**src/adcr_pkg.sv**
```systemverilog
/*
 * constants and carrier types for the adc digital control register bank.
 * assumes an 8-bit register address and 8-bit register data path
 * supplied by the serial control port logic on the sample clock.
 */
package adcr_pkg;

	// ==========================================================
	// register offsets
	localparam logic [7:0] ADCR_OFS_POWER = 8'h08;
	localparam logic [7:0] ADCR_OFS_FORMAT = 8'h14;
	localparam logic [7:0] ADCR_OFS_SYNCREF = 8'h3a;
	localparam logic [7:0] ADCR_OFS_DC_CTRL = 8'h40;
	localparam logic [7:0] ADCR_OFS_DC_LOW = 8'h41;
	localparam logic [7:0] ADCR_OFS_DC_HIGH = 8'h42;
	localparam logic [7:0] ADCR_OFS_FLAG_CTRL = 8'h45;
	localparam logic [7:0] ADCR_OFS_UPPER_LOW = 8'h47;
	localparam logic [7:0] ADCR_OFS_UPPER_HIGH = 8'h48;
	localparam logic [7:0] ADCR_OFS_CHECKSUM = 8'h79;
	localparam logic [7:0] ADCR_OFS_DRIVER = 8'h80;
	localparam logic [7:0] ADCR_OFS_MF_OFFSET = 8'h8b;
	localparam logic [7:0] ADCR_OFS_EMPHASIS = 8'ha8;
	localparam logic [7:0] ADCR_OFS_TRANSFER = 8'hff;

	// ==========================================================
	// field positions
	localparam int ADCR_PWR_PIN_MODE = 5;
	localparam int ADCR_PWR_LINK_STBY = 4;
	localparam int ADCR_PWR_LINK_LSB = 2;
	localparam int ADCR_PWR_CONV_LSB = 0;
	localparam int ADCR_FMT_DISABLE = 4;
	localparam int ADCR_FMT_INVERT = 2;
	localparam int ADCR_FMT_SEL_LSB = 0;
	localparam int ADCR_SR_SYNC_REALIGN = 4;
	localparam int ADCR_SR_REF_REALIGN = 3;
	localparam int ADCR_SR_REF_MODE = 2;
	localparam int ADCR_SR_REF_EN = 1;
	localparam int ADCR_SR_SYNC_EN = 0;
	localparam int ADCR_DC_FREEZE = 6;
	localparam int ADCR_DC_BW_LSB = 2;
	localparam int ADCR_DC_EN = 1;
	localparam int ADCR_FL_FUNC = 4;
	localparam int ADCR_FL_FORCE_EN = 3;
	localparam int ADCR_FL_FORCE_VAL = 2;
	localparam int ADCR_FL_DETECT_EN = 0;
	localparam int ADCR_DRV_PWRDN = 1;
	localparam int ADCR_XFER_BIT = 0;

	// ==========================================================
	// field codes and reset values
	localparam logic [1:0] ADCR_MODE_NORMAL = 2'h0;
	localparam logic [1:0] ADCR_MODE_PWRDN = 2'h1;
	localparam logic [1:0] ADCR_MODE_STANDBY = 2'h2;
	localparam logic [1:0] ADCR_FMT_OFFSET_BIN = 2'h0;
	localparam logic [1:0] ADCR_FMT_TWOS = 2'h1;
	localparam logic [3:0] ADCR_BW_MAX = 4'hd;
	localparam logic [4:0] ADCR_BW_SHIFT_BASE = 5'h0e;
	localparam logic [7:0] ADCR_RST_ZERO = 8'h00;
	localparam logic [7:0] ADCR_RST_SYNCREF = 8'h01;
	localparam logic [7:0] ADCR_RST_EMPHASIS = 8'h04;

	// ==========================================================
	// carriers
	typedef struct packed {
		logic valid;
		logic over;
		logic [13:0] data;
	} adcr_sample_t;

	typedef struct packed {
		logic conv_pwrdn;
		logic conv_standby;
		logic link_pwrdn;
		logic link_standby;
	} adcr_power_t;

	typedef enum logic [1:0] {
		ADCR_FLAG_LOW = 2'b01,
		ADCR_FLAG_HIGH = 2'b10
	} adcr_flag_state_t;

endpackage

```
**src/adcr_top.sv**
```systemverilog
/*
 * adc digital back end control registers: power modes, output format,
 * sync and system reference handling, dc offset correction, threshold
 * flag pin and multiframe phase counter.
 * assumes the serial control port delivers register accesses on the
 * sample clock, and that samples arrive as offset binary on that clock.
 * power-down pin, sync request and system reference come from pins.
 */
// Summary of operation
// - pin mode bit: power-down or standby
// - link standby follows pin when enabled and pin mode is standby
// - link power field: normal, off, standby
// - converter power field: normal, off, standby
// - output disable suppresses sample data
// - invert bit inverts output samples
// - format field: offset binary or twos complement
// - sync realign on each sync assertion
// - reference realign on each reference assertion
// - reference mode: every edge or next only
// - reference input ignored unless enabled
// - sync input buffer only when enabled
// - freeze holds last dc estimate
// - bandwidth code k, 14 and 15 as 13
// - correction adds dc block output to path
// - correction value low then high byte
// - flag function: threshold or overrange
// - force enable drives forced value on flag
// - detect enable lets comparator drive flag
// - upper threshold 15 bits across two bytes
// - flag set when magnitude above upper
// - flag clears after dwell below lower
// - offset loads phase counter on reference
`timescale 1ns/10ps

module adcr_top #(
	parameter int SAMPLE_W = 14,
	parameter logic [14:0] LOWER_THRESH = 15'h0000,
	parameter logic [15:0] DWELL_CYCLES = 16'h0001,
	parameter logic [4:0] MF_LENGTH = 5'h1f
) (
	input wire logic sys_clk_i,
	input wire logic rst_b_i,
	input wire logic [7:0] reg_addr_i,
	input wire logic [7:0] reg_wdata_i,
	input wire logic reg_wr_i,
	input wire logic reg_rd_i,
	output logic [7:0] reg_rdata_o,
	input wire logic [7:0] lane_checksum_i,
	input wire logic powerdown_pin_i,
	input wire logic link_sync_request_in_b_i,
	input wire logic system_reference_in_i,
	input adcr_pkg::adcr_sample_t sample_i,
	output adcr_pkg::adcr_sample_t sample_o,
	output adcr_pkg::adcr_power_t power_o,
	output logic link_sync_request_o,
	output logic link_realign_o,
	output logic divider_reset_o,
	output logic local_multiframe_clock_o,
	output logic [4:0] mf_phase_o,
	output logic driver_pwrdn_o,
	output logic [7:0] driver_emphasis_o,
	output logic settings_transfer_o,
	output logic threshold_flag_pin_o
);
	import adcr_pkg::*;

	localparam int ACC_W = 44;

	// ==========================================================
	// helpers
	// clamp a 17-bit signed value into the sample range
	function automatic logic [13:0] sat14(input logic signed [16:0] v);
		logic [13:0] r;
		r = v[13:0];
		if (v > 17'sh01fff) begin
			r = 14'h1fff;
		end else if (v < -17'sh02000) begin
			r = 14'h2000;
		end
		return r;
	endfunction

	// rising edge of a synchronised level
	function automatic logic rise(input logic now, input logic was);
		return now & ~was;
	endfunction

	// ==========================================================
	// register storage
	logic [7:0] power_mode_control_reg;
	logic [7:0] output_format_control_reg;
	logic [7:0] sync_reference_control_reg;
	logic [7:0] offset_correction_control_reg;
	logic [7:0] threshold_flag_control_reg;
	logic [7:0] upper_threshold_low_reg;
	logic [7:0] upper_threshold_high_reg;
	logic [7:0] lane_driver_control_reg;
	logic [7:0] multiframe_phase_offset_reg;
	logic [7:0] driver_emphasis_reg;
	logic [7:0] reg_rdata_reg;
	logic [7:0] reg_rdata_next;

	// ==========================================================
	// pin synchronisers, two stages before any logic looks
	logic [1:0] pd_sync_reg;
	logic [1:0] sync_sync_reg;
	logic [1:0] ref_sync_reg;
	logic sync_prev_reg;
	logic ref_prev_reg;

	always_ff @(posedge sys_clk_i or negedge rst_b_i) begin
		if (!rst_b_i) begin
			pd_sync_reg <= 2'h0;
			sync_sync_reg <= 2'h3;
			ref_sync_reg <= 2'h0;
		end else begin
			pd_sync_reg <= {pd_sync_reg[0], powerdown_pin_i};
			sync_sync_reg <= {sync_sync_reg[0], link_sync_request_in_b_i};
			ref_sync_reg <= {ref_sync_reg[0], system_reference_in_i};
		end
	end

	// ==========================================================
	// register write decode
	wire wr_power = reg_wr_i && reg_addr_i == ADCR_OFS_POWER;
	wire wr_format = reg_wr_i && reg_addr_i == ADCR_OFS_FORMAT;
	wire wr_syncref = reg_wr_i && reg_addr_i == ADCR_OFS_SYNCREF;
	wire wr_dc = reg_wr_i && reg_addr_i == ADCR_OFS_DC_CTRL;
	wire wr_flag = reg_wr_i && reg_addr_i == ADCR_OFS_FLAG_CTRL;
	wire wr_up_lo = reg_wr_i && reg_addr_i == ADCR_OFS_UPPER_LOW;
	wire wr_up_hi = reg_wr_i && reg_addr_i == ADCR_OFS_UPPER_HIGH;
	wire wr_driver = reg_wr_i && reg_addr_i == ADCR_OFS_DRIVER;
	wire wr_mf = reg_wr_i && reg_addr_i == ADCR_OFS_MF_OFFSET;
	wire wr_emph = reg_wr_i && reg_addr_i == ADCR_OFS_EMPHASIS;
	wire wr_xfer = reg_wr_i && reg_addr_i == ADCR_OFS_TRANSFER;

	// reserved bits are masked on write so they read as zero, except format bits 7:5
	always_ff @(posedge sys_clk_i or negedge rst_b_i) begin
		if (!rst_b_i) begin
			power_mode_control_reg <= ADCR_RST_ZERO;
			output_format_control_reg <= ADCR_RST_ZERO;
			sync_reference_control_reg <= ADCR_RST_SYNCREF;
			offset_correction_control_reg <= ADCR_RST_ZERO;
			threshold_flag_control_reg <= ADCR_RST_ZERO;
			upper_threshold_low_reg <= ADCR_RST_ZERO;
			upper_threshold_high_reg <= ADCR_RST_ZERO;
			lane_driver_control_reg <= ADCR_RST_ZERO;
			multiframe_phase_offset_reg <= ADCR_RST_ZERO;
			driver_emphasis_reg <= ADCR_RST_EMPHASIS;
		end else begin
			if (wr_power) power_mode_control_reg <= reg_wdata_i & 8'h3f;
			if (wr_format) output_format_control_reg <= reg_wdata_i & 8'hf7;
			if (wr_syncref) sync_reference_control_reg <= reg_wdata_i & 8'h1f;
			if (wr_dc) offset_correction_control_reg <= reg_wdata_i & 8'h7e;
			if (wr_flag) threshold_flag_control_reg <= reg_wdata_i & 8'h1d;
			if (wr_up_lo) upper_threshold_low_reg <= reg_wdata_i;
			if (wr_up_hi) upper_threshold_high_reg <= reg_wdata_i & 8'h7f;
			if (wr_driver) lane_driver_control_reg <= reg_wdata_i & 8'h02;
			if (wr_mf) multiframe_phase_offset_reg <= reg_wdata_i & 8'h1f;
			if (wr_emph) driver_emphasis_reg <= reg_wdata_i;
		end
	end

	// ==========================================================
	// field views
	wire pin_mode = power_mode_control_reg[ADCR_PWR_PIN_MODE];
	wire link_stby_en = power_mode_control_reg[ADCR_PWR_LINK_STBY];
	wire [1:0] link_mode = power_mode_control_reg[ADCR_PWR_LINK_LSB +: 2];
	wire [1:0] conv_mode = power_mode_control_reg[ADCR_PWR_CONV_LSB +: 2];
	wire out_disable = output_format_control_reg[ADCR_FMT_DISABLE];
	wire out_invert = output_format_control_reg[ADCR_FMT_INVERT];
	wire [1:0] fmt_sel = output_format_control_reg[ADCR_FMT_SEL_LSB +: 2];
	wire sync_realign = sync_reference_control_reg[ADCR_SR_SYNC_REALIGN];
	wire ref_realign = sync_reference_control_reg[ADCR_SR_REF_REALIGN];
	wire ref_mode = sync_reference_control_reg[ADCR_SR_REF_MODE];
	wire ref_en = sync_reference_control_reg[ADCR_SR_REF_EN];
	wire sync_en = sync_reference_control_reg[ADCR_SR_SYNC_EN];
	wire dc_freeze = offset_correction_control_reg[ADCR_DC_FREEZE];
	wire [3:0] dc_bw = offset_correction_control_reg[ADCR_DC_BW_LSB +: 4];
	wire dc_en = offset_correction_control_reg[ADCR_DC_EN];
	wire flag_func = threshold_flag_control_reg[ADCR_FL_FUNC];
	wire force_en = threshold_flag_control_reg[ADCR_FL_FORCE_EN];
	wire force_val = threshold_flag_control_reg[ADCR_FL_FORCE_VAL];
	wire detect_en = threshold_flag_control_reg[ADCR_FL_DETECT_EN];
	wire [14:0] upper_thresh = {upper_threshold_high_reg[6:0],
		upper_threshold_low_reg};

	// ==========================================================
	// power modes: pin effect combined with register fields
	wire pd_pin = pd_sync_reg[1];
	adcr_power_t power_next;
	assign power_next.conv_pwrdn = conv_mode == ADCR_MODE_PWRDN
		|| (pd_pin && !pin_mode);
	assign power_next.conv_standby = conv_mode == ADCR_MODE_STANDBY
		|| (pd_pin && pin_mode);
	assign power_next.link_pwrdn = link_mode == ADCR_MODE_PWRDN
		|| (pd_pin && !pin_mode);
	assign power_next.link_standby = link_mode == ADCR_MODE_STANDBY
		|| (pd_pin && pin_mode && link_stby_en);

	// ==========================================================
	// sync request and system reference events
	// a disabled buffer reads as deasserted, so no false realign
	wire sync_level = sync_en && !sync_sync_reg[1];
	wire ref_level = ref_en && ref_sync_reg[1];
	wire sync_assert = rise(sync_level, sync_prev_reg);
	wire ref_rise = rise(ref_level, ref_prev_reg);
	logic ref_armed_reg;
	// one-shot mode re-arms on each write that sets the mode bit
	wire ref_div_fire = ref_rise && (!ref_mode || ref_armed_reg);
	wire realign_next = (sync_realign && sync_assert)
		|| (ref_realign && ref_rise);

	always_ff @(posedge sys_clk_i or negedge rst_b_i) begin
		if (!rst_b_i) begin
			sync_prev_reg <= 1'b0;
			ref_prev_reg <= 1'b0;
			ref_armed_reg <= 1'b0;
		end else begin
			sync_prev_reg <= sync_level;
			ref_prev_reg <= ref_level;
			if (wr_syncref && reg_wdata_i[ADCR_SR_REF_MODE]) begin
				ref_armed_reg <= 1'b1;
			end else if (ref_rise) begin
				ref_armed_reg <= 1'b0;
			end
		end
	end

	// ==========================================================
	// local multiframe phase counter
	logic [4:0] mf_phase_reg;
	wire mf_wrap = mf_phase_reg == MF_LENGTH;
	wire [4:0] mf_phase_next = ref_rise ? multiframe_phase_offset_reg[4:0]
		: (mf_wrap ? 5'h00 : mf_phase_reg + 5'h01);

	// ==========================================================
	// dc estimate: leaky integrator, shift sets the bandwidth
	logic signed [ACC_W-1:0] dc_acc_reg;
	wire [3:0] bw_clamped = (dc_bw > ADCR_BW_MAX) ? ADCR_BW_MAX : dc_bw;
	wire [4:0] bw_shift = ADCR_BW_SHIFT_BASE + {1'b0, bw_clamped};
	wire signed [ACC_W-1:0] dc_est_full = dc_acc_reg >>> bw_shift;
	wire signed [13:0] in_tc = {~sample_i.data[13], sample_i.data[12:0]};
	wire signed [ACC_W-1:0] dc_acc_next = dc_acc_reg
		+ ACC_W'(in_tc) - dc_est_full;
	wire [15:0] dc_corr = 16'(-dc_est_full[15:0]);

	// ==========================================================
	// sample path: correct, invert, format, disable
	wire signed [16:0] corr_sum = 17'(in_tc) + 17'($signed(dc_corr));
	wire [13:0] corrected = dc_en ? sat14(corr_sum) : in_tc;
	wire [13:0] inverted = out_invert ? ~corrected : corrected;
	wire [13:0] formatted = (fmt_sel == ADCR_FMT_TWOS) ? inverted
		: {~inverted[13], inverted[12:0]};
	adcr_sample_t sample_next;
	assign sample_next.valid = sample_i.valid && !out_disable;
	assign sample_next.over = sample_i.over && !out_disable;
	assign sample_next.data = out_disable ? 14'h0000 : formatted;

	// ==========================================================
	// threshold flag: magnitude of the corrected two's complement
	wire [14:0] magnitude = corrected[13] ? 15'(-$signed(corrected))
		: {1'b0, corrected};
	wire above_upper = sample_i.valid && magnitude > upper_thresh;
	wire below_lower = sample_i.valid && magnitude < LOWER_THRESH;
	adcr_flag_state_t flag_state_reg;
	adcr_flag_state_t flag_state_next;
	logic [15:0] dwell_reg;
	logic [15:0] dwell_next;

	// flag state: set on upper cross, clear after dwell below lower
	always_comb begin
		flag_state_next = flag_state_reg;
		dwell_next = 16'h0000;
		case (flag_state_reg)
			ADCR_FLAG_LOW: begin
				if (detect_en && above_upper) begin
					flag_state_next = ADCR_FLAG_HIGH;
				end
			end
			ADCR_FLAG_HIGH: begin
				if (!detect_en) begin
					flag_state_next = ADCR_FLAG_LOW;
				end else if (below_lower) begin
					dwell_next = dwell_reg + 16'h0001;
					if (dwell_next >= DWELL_CYCLES) begin
						flag_state_next = ADCR_FLAG_LOW;
					end
				end else if (!sample_i.valid) begin
					dwell_next = dwell_reg;
				end
			end
			default: begin
				flag_state_next = ADCR_FLAG_LOW;
			end
		endcase
	end

	// pin source: force beats the function select
	wire detect_flag = detect_en && flag_state_reg == ADCR_FLAG_HIGH;
	wire source_flag = flag_func ? sample_i.over : detect_flag;
	wire flag_pin_next = force_en ? force_val : source_flag;

	// ==========================================================
	// register read mux, reserved bits already zero in storage except format bits 7:5
	always_comb begin
		case (reg_addr_i)
			ADCR_OFS_POWER: reg_rdata_next = power_mode_control_reg;
			ADCR_OFS_FORMAT: reg_rdata_next = output_format_control_reg;
			ADCR_OFS_SYNCREF: reg_rdata_next = sync_reference_control_reg;
			ADCR_OFS_DC_CTRL: reg_rdata_next = offset_correction_control_reg;
			ADCR_OFS_DC_LOW: reg_rdata_next = dc_corr[7:0];
			ADCR_OFS_DC_HIGH: reg_rdata_next = dc_corr[15:8];
			ADCR_OFS_FLAG_CTRL: reg_rdata_next = threshold_flag_control_reg;
			ADCR_OFS_UPPER_LOW: reg_rdata_next = upper_threshold_low_reg;
			ADCR_OFS_UPPER_HIGH: reg_rdata_next = upper_threshold_high_reg;
			ADCR_OFS_CHECKSUM: reg_rdata_next = lane_checksum_i;
			ADCR_OFS_DRIVER: reg_rdata_next = lane_driver_control_reg;
			ADCR_OFS_MF_OFFSET: reg_rdata_next = multiframe_phase_offset_reg;
			ADCR_OFS_EMPHASIS: reg_rdata_next = driver_emphasis_reg;
			default: reg_rdata_next = 8'h00;
		endcase
	end

	// ==========================================================
	// state updates and registered outputs
	always_ff @(posedge sys_clk_i or negedge rst_b_i) begin
		if (!rst_b_i) begin
			dc_acc_reg <= '0;
			mf_phase_reg <= 5'h00;
			flag_state_reg <= ADCR_FLAG_LOW;
			dwell_reg <= 16'h0000;
		end else begin
			// freeze keeps the last estimate, correction still applies
			if (sample_i.valid && !dc_freeze) begin
				dc_acc_reg <= dc_acc_next;
			end
			mf_phase_reg <= mf_phase_next;
			flag_state_reg <= flag_state_next;
			dwell_reg <= dwell_next;
		end
	end

	always_ff @(posedge sys_clk_i or negedge rst_b_i) begin
		if (!rst_b_i) begin
			sample_o <= '0;
			power_o <= '0;
			reg_rdata_reg <= 8'h00;
			link_sync_request_o <= 1'b0;
			link_realign_o <= 1'b0;
			divider_reset_o <= 1'b0;
			local_multiframe_clock_o <= 1'b0;
			settings_transfer_o <= 1'b0;
			threshold_flag_pin_o <= 1'b0;
		end else begin
			sample_o <= sample_next;
			power_o <= power_next;
			if (reg_rd_i) reg_rdata_reg <= reg_rdata_next;
			link_sync_request_o <= sync_level;
			link_realign_o <= realign_next;
			divider_reset_o <= ref_div_fire;
			local_multiframe_clock_o <= mf_wrap || ref_rise;
			settings_transfer_o <= wr_xfer && reg_wdata_i[ADCR_XFER_BIT];
			threshold_flag_pin_o <= flag_pin_next;
		end
	end

	assign reg_rdata_o = reg_rdata_reg;
	assign mf_phase_o = mf_phase_reg;
	assign driver_pwrdn_o = lane_driver_control_reg[ADCR_DRV_PWRDN];
	assign driver_emphasis_o = driver_emphasis_reg;

endmodule

```
**config.mk**
```make
export PLATFORM = sky130hd
export DESIGN_NAME = adcr_top
export DESIGN_NICKNAME = d
export VERILOG_FILES = /design/src/adcr_pkg.sv /design/src/adcr_top.sv
export SDC_FILE = /design/constraint.sdc
export NUM_CORES = 1
export LEC_CHECK = 0
export ABC_AREA = 1
export BUFFER_PORTS_ARGS = -buffer_cell sky130_fd_sc_hd__buf_2
export CAP_MARGIN = 0
export CELL_PAD_IN_SITES_DETAIL_PLACEMENT = 0
export CELL_PAD_IN_SITES_GLOBAL_PLACEMENT = 1
export CORE_AREA = 2 2 174 176
export DETAILED_ROUTE_END_ITERATION = 16
export DIE_AREA = 0 0 176 178
export PLACE_DENSITY = 0.9
export RECOVER_POWER = 100
export SYNTH_ARGS = -nofsm -noshare
export SYNTH_HDL_FRONTEND = slang
export SYNTH_SLANG_ARGS = --single-unit
export TNS_END_PERCENT = 20
```
**constraint.sdc**
```tcl
create_clock -name sys_clk_i -period 17.2 [get_ports sys_clk_i]
set_input_delay 0.86 -clock sys_clk_i [delete_from_list [all_inputs] [get_ports sys_clk_i]]
set_output_delay 0.86 -clock sys_clk_i [all_outputs]
set_load 0.005 [all_outputs]
```
==> flow_summary_export.csv <==
group,metric,value,unit
clock_network,insertion_delay,0.45,ns
sta,worst_slew_pin_slew,4.35,ns
layout,drive_above_1_share,0.0739,
run_status,violations,"capacitance limit, slew limit",
floorplan,die_w,176,microns
placement,dpl.cell_count,2549,
power_and_ir_drop,powerDensity,223,nW/um^2
yosys,netlist_area,14200,sq um
worst_setup_path,crit_path_max_fanout,31,
routing,detail_route.wirelength,44800,microns
layout,fillers,3000,
worst_setup_path,crit_path_max_incr_delay,2.44,ns
worst_setup_path,r2r_end,"flag_state_reg[1]",
routing,ant_nets,0,
yosys,synth-edff-count,0,
global_route,grt_antenna_before_repair,0,
clock_network,cts_tree,"yes",
sta,fin_crit_sh,0.632,
yosys,ys_seq_area_frac,0.266,
sta,final-hold-violation-count,0,
job,max_cap_violations,3,
sta,hold_ws,0.343,ns
clock_network,clkTransAtPathRegs,0.07,ns
power_and_ir_drop,report.power.total,3.43,mW
clock_network,hold_buffers,0,
layout,fin_cells,2581,
routing,vias,14051,
clock_network,cts_buffers,17,
power_and_ir_drop,p_leak,7.89,nW
global_route,grt_pass1_vias,13046,
floorplan,ios,95,
yosys,synth.largest_area_cell,"dfrtp_1",
sta,max_freq,0.0920,GHz
yosys,synthArstFlopShare,1.00,
placement,gp_congestion,0.969,
clock_network,htree_levels,4,
clock_network,max-clock-path-buffers,2,
sta,relSlewSlack,-1.90,
layout,fin_area,15400,sq um
worst_setup_path,crit_path_frequent_cell,"nand2_1",
yosys,postSynthCellCount,2108,
placement,pre_cts_ws,9.62,ns
run_status,status,"finished, violations left",
worst_setup_path,r2r_start,"offset_correction_control_reg[4]",
worst_setup_path,cp.arrival,11.21,ns
layout,nNetsFinal,2347,
yosys,synth.top_cell.area_share,0.256,
floorplan,dieArea,31300,sq um
global_route,grt_usage,0.287,
global_route,grt-ovfl-total,0,
placement,dpl.hpwl,35500,microns
sta,rsz0062_at_grt,"false",
layout,syn2layout_area_growth,8.68,%
layout,seq_area,3760,sq um
global_route,grt_max_degree,77,
global_route,grt_pass1_wl,70100,microns
routing,drt_iter0_drc,1308,
yosys,synthTopCellsByArea,"dfrtp_1 26%, nand2_1 17%, inv_1 8.7%, ha_1 7.0%, o21ai_0 6.5%",
worst_setup_path,r2r_slack,6.33,ns
sta,setup_viol,0,
routing,drcViolationCount,0,
clock_network,root_buffer,"clkbuf_16",
worst_setup_path,end_kind,"flip-flop",
floorplan,fp.dieH,178,microns
sta,period_needed,10.87,ns
yosys,yosys_warnings,0,
layout,multi_input_area,8790,sq um
worst_setup_path,cp.required,17.54,ns
layout,post-route-util,0.523,
layout,largest_reg_flops,44,
sta,slew_viol_final,185,
placement,port-buffer-count,94,
worst_hold_path,worstHoldStart,"ref_sync_reg[0]",
worst_setup_path,worst_path_max_delay_cell,"o21ai_0",
placement,place_area,14900,sq um
worst_setup_path,worst-r2r-cell-count,43,
clock_network,post_cts_buffers,0,
routing,first_pass_iters,7,
routing,wire_per_inst,17.3,microns
yosys,synth-seq-cells,150,
power_and_ir_drop,ir_drop,0.158,mV
floorplan,initial_utilization,0.482,
worst_setup_path,cp-start-kind,"flip-flop",
floorplan,rows,63,
sta,tns,0,ns
clock_network,cts_resized,0,
routing,via_per_inst,5.44,
yosys,synth_ff_type,"dfrtp_1",
floorplan,core_area,29400,sq um
worst_setup_path,path_class,"flip-flop to flip-flop",
yosys,avgSynthCellArea,6.72,sq um
worst_hold_path,hold_class,"flip-flop to flip-flop",
sta,finalClockSkew,0.0196,ns
clock_network,clkSinkCount,150,
worst_hold_path,min_to,"ref_sync_reg[1]",
yosys,synth_cell_types,59,
worst_hold_path,hold-path-cell-count,0,
sta,finalWorstSetupSlack,6.33,ns
yosys,syn-num-nets,2277,
layout,diodes,0,
-- synthesized netlist by cell type (3+ instances only) --
library cell	instances
inv_2	9
nand3_2	12
o21ai_0	183
a21oi_1	95
o22ai_1	18
dfrtp_1	145
inv_1	327
a22oi_1	5
buf_4	7
ha_1	79
o211ai_1	13
clkbuf_1	23
buf_2	9
o31ai_1	4
nor2_1	121
a311oi_1	3
or2_1	6
o21bai_1	5
xnor2_1	20
nand4_1	24
nor4_1	6
a211oi_1	6
or2_2	13
nand2_2	5
and2_1	6
a31oi_1	13
o21ai_1	19
xor2_1	23
dfstp_2	5
o21a_1	10
o21ai_2	11
o221ai_1	3
buf_6	7
nor2_2	10
nor2_4	3
nand2_1	644
fa_1	43
nor3_1	18
nand3_1	127
-- cells in the final DEF, fill, tap and decap left out, types with 10 or more instances in the layout --
| cell | synthesis | routed |
|---|---|---|
| nand2_1 | 644 | 644 |
| inv_1 | 327 | 328 |
| o21ai_0 | 183 | 184 |
| dfrtp_1 | 145 | 145 |
| nand3_1 | 127 | 130 |
| nor2_1 | 121 | 122 |
| a21oi_1 | 95 | 95 |
| ha_1 | 79 | 79 |
| buf_2 | 9 | 56 |
| fa_1 | 43 | 43 |
| clkbuf_1 | 23 | 40 |
| nand4_1 | 24 | 24 |
| xor2_1 | 23 | 23 |
| xnor2_1 | 20 | 20 |
| o21ai_1 | 19 | 19 |
| nor3_1 | 18 | 18 |
| o22ai_1 | 18 | 18 |
| clkbuf_16 | 0 | 17 |
| o211ai_1 | 13 | 13 |
| a31oi_1 | 13 | 13 |
| or2_2 | 13 | 12 |
| nor2_2 | 10 | 11 |
| o21ai_2 | 11 | 10 |
| o21a_1 | 10 | 10 |
-- final cells by class --
class / count / area share
Clock buffer: 18 / 0.0285
Multi-Input combinational cell: 1571 / 0.571
Timing Repair Buffer: 100 / 0.0299
Clock inverter: 14 / 0.0120
Inverter: 338 / 0.0826
Tap cell: 390 / 0.0317
Sequential cell: 150 / 0.244
-- kinds of logic after synthesis --
logic type | synth area share
adder cells (fa/ha/maj) | 0.131
other | 0.000265
AO/OA/AOI/OAI | 0.160
AND/OR/NAND/NOR | 0.304
XOR/XNOR | 0.0277
buffers and inverters | 0.112
flip-flops | 0.266
-- worst max-delay path, delay by kind of cell, from the launching register on --
family                   cells  cell delay, ns
AND/OR/NAND/NOR             29            4.12
buffers and inverters        4            1.67
adder cells (fa/ha/maj)      3            0.86
flip-flops                   1            0.65
AO/OA/AOI/OAI                7            3.45
-- layer usage --
layer	vias to the layer above	share of wire	track usage
met5	-	0	0
met4	0	0.022	0.0813
met3	56	0.057	0.0324
met2	481	0.47	0.485
met1	6575	0.45	0.392
li1	6939	-	-
-- where the power goes --
part | switching, mW | leakage (nW) | internal (mW)
Clock | 0.184 | 0.306 | 0.225
Sequential | 0.0834 | 1.83 | 0.442
Combinational | 1.62 | 5.75 | 0.874
-- worst max path at each step --
stage                                startpoint                 to  slack (ns)  cells after the start
3_5_place_dp   offset_correction_control_reg[3]  flag_state_reg[1]        9.62                     43
5_1_grt        offset_correction_control_reg[3]  flag_state_reg[1]        5.16                     41
6_report       offset_correction_control_reg[4]  flag_state_reg[1]        6.33                     43
3_3_place_gp   offset_correction_control_reg[3]  flag_state_reg[1]        9.85                     43
2_1_floorplan  offset_correction_control_reg[4]  flag_state_reg[1]       11.59                     47
4_1_cts        offset_correction_control_reg[3]  flag_state_reg[1]        9.57                     43
(Power assumes the default switching activity.)
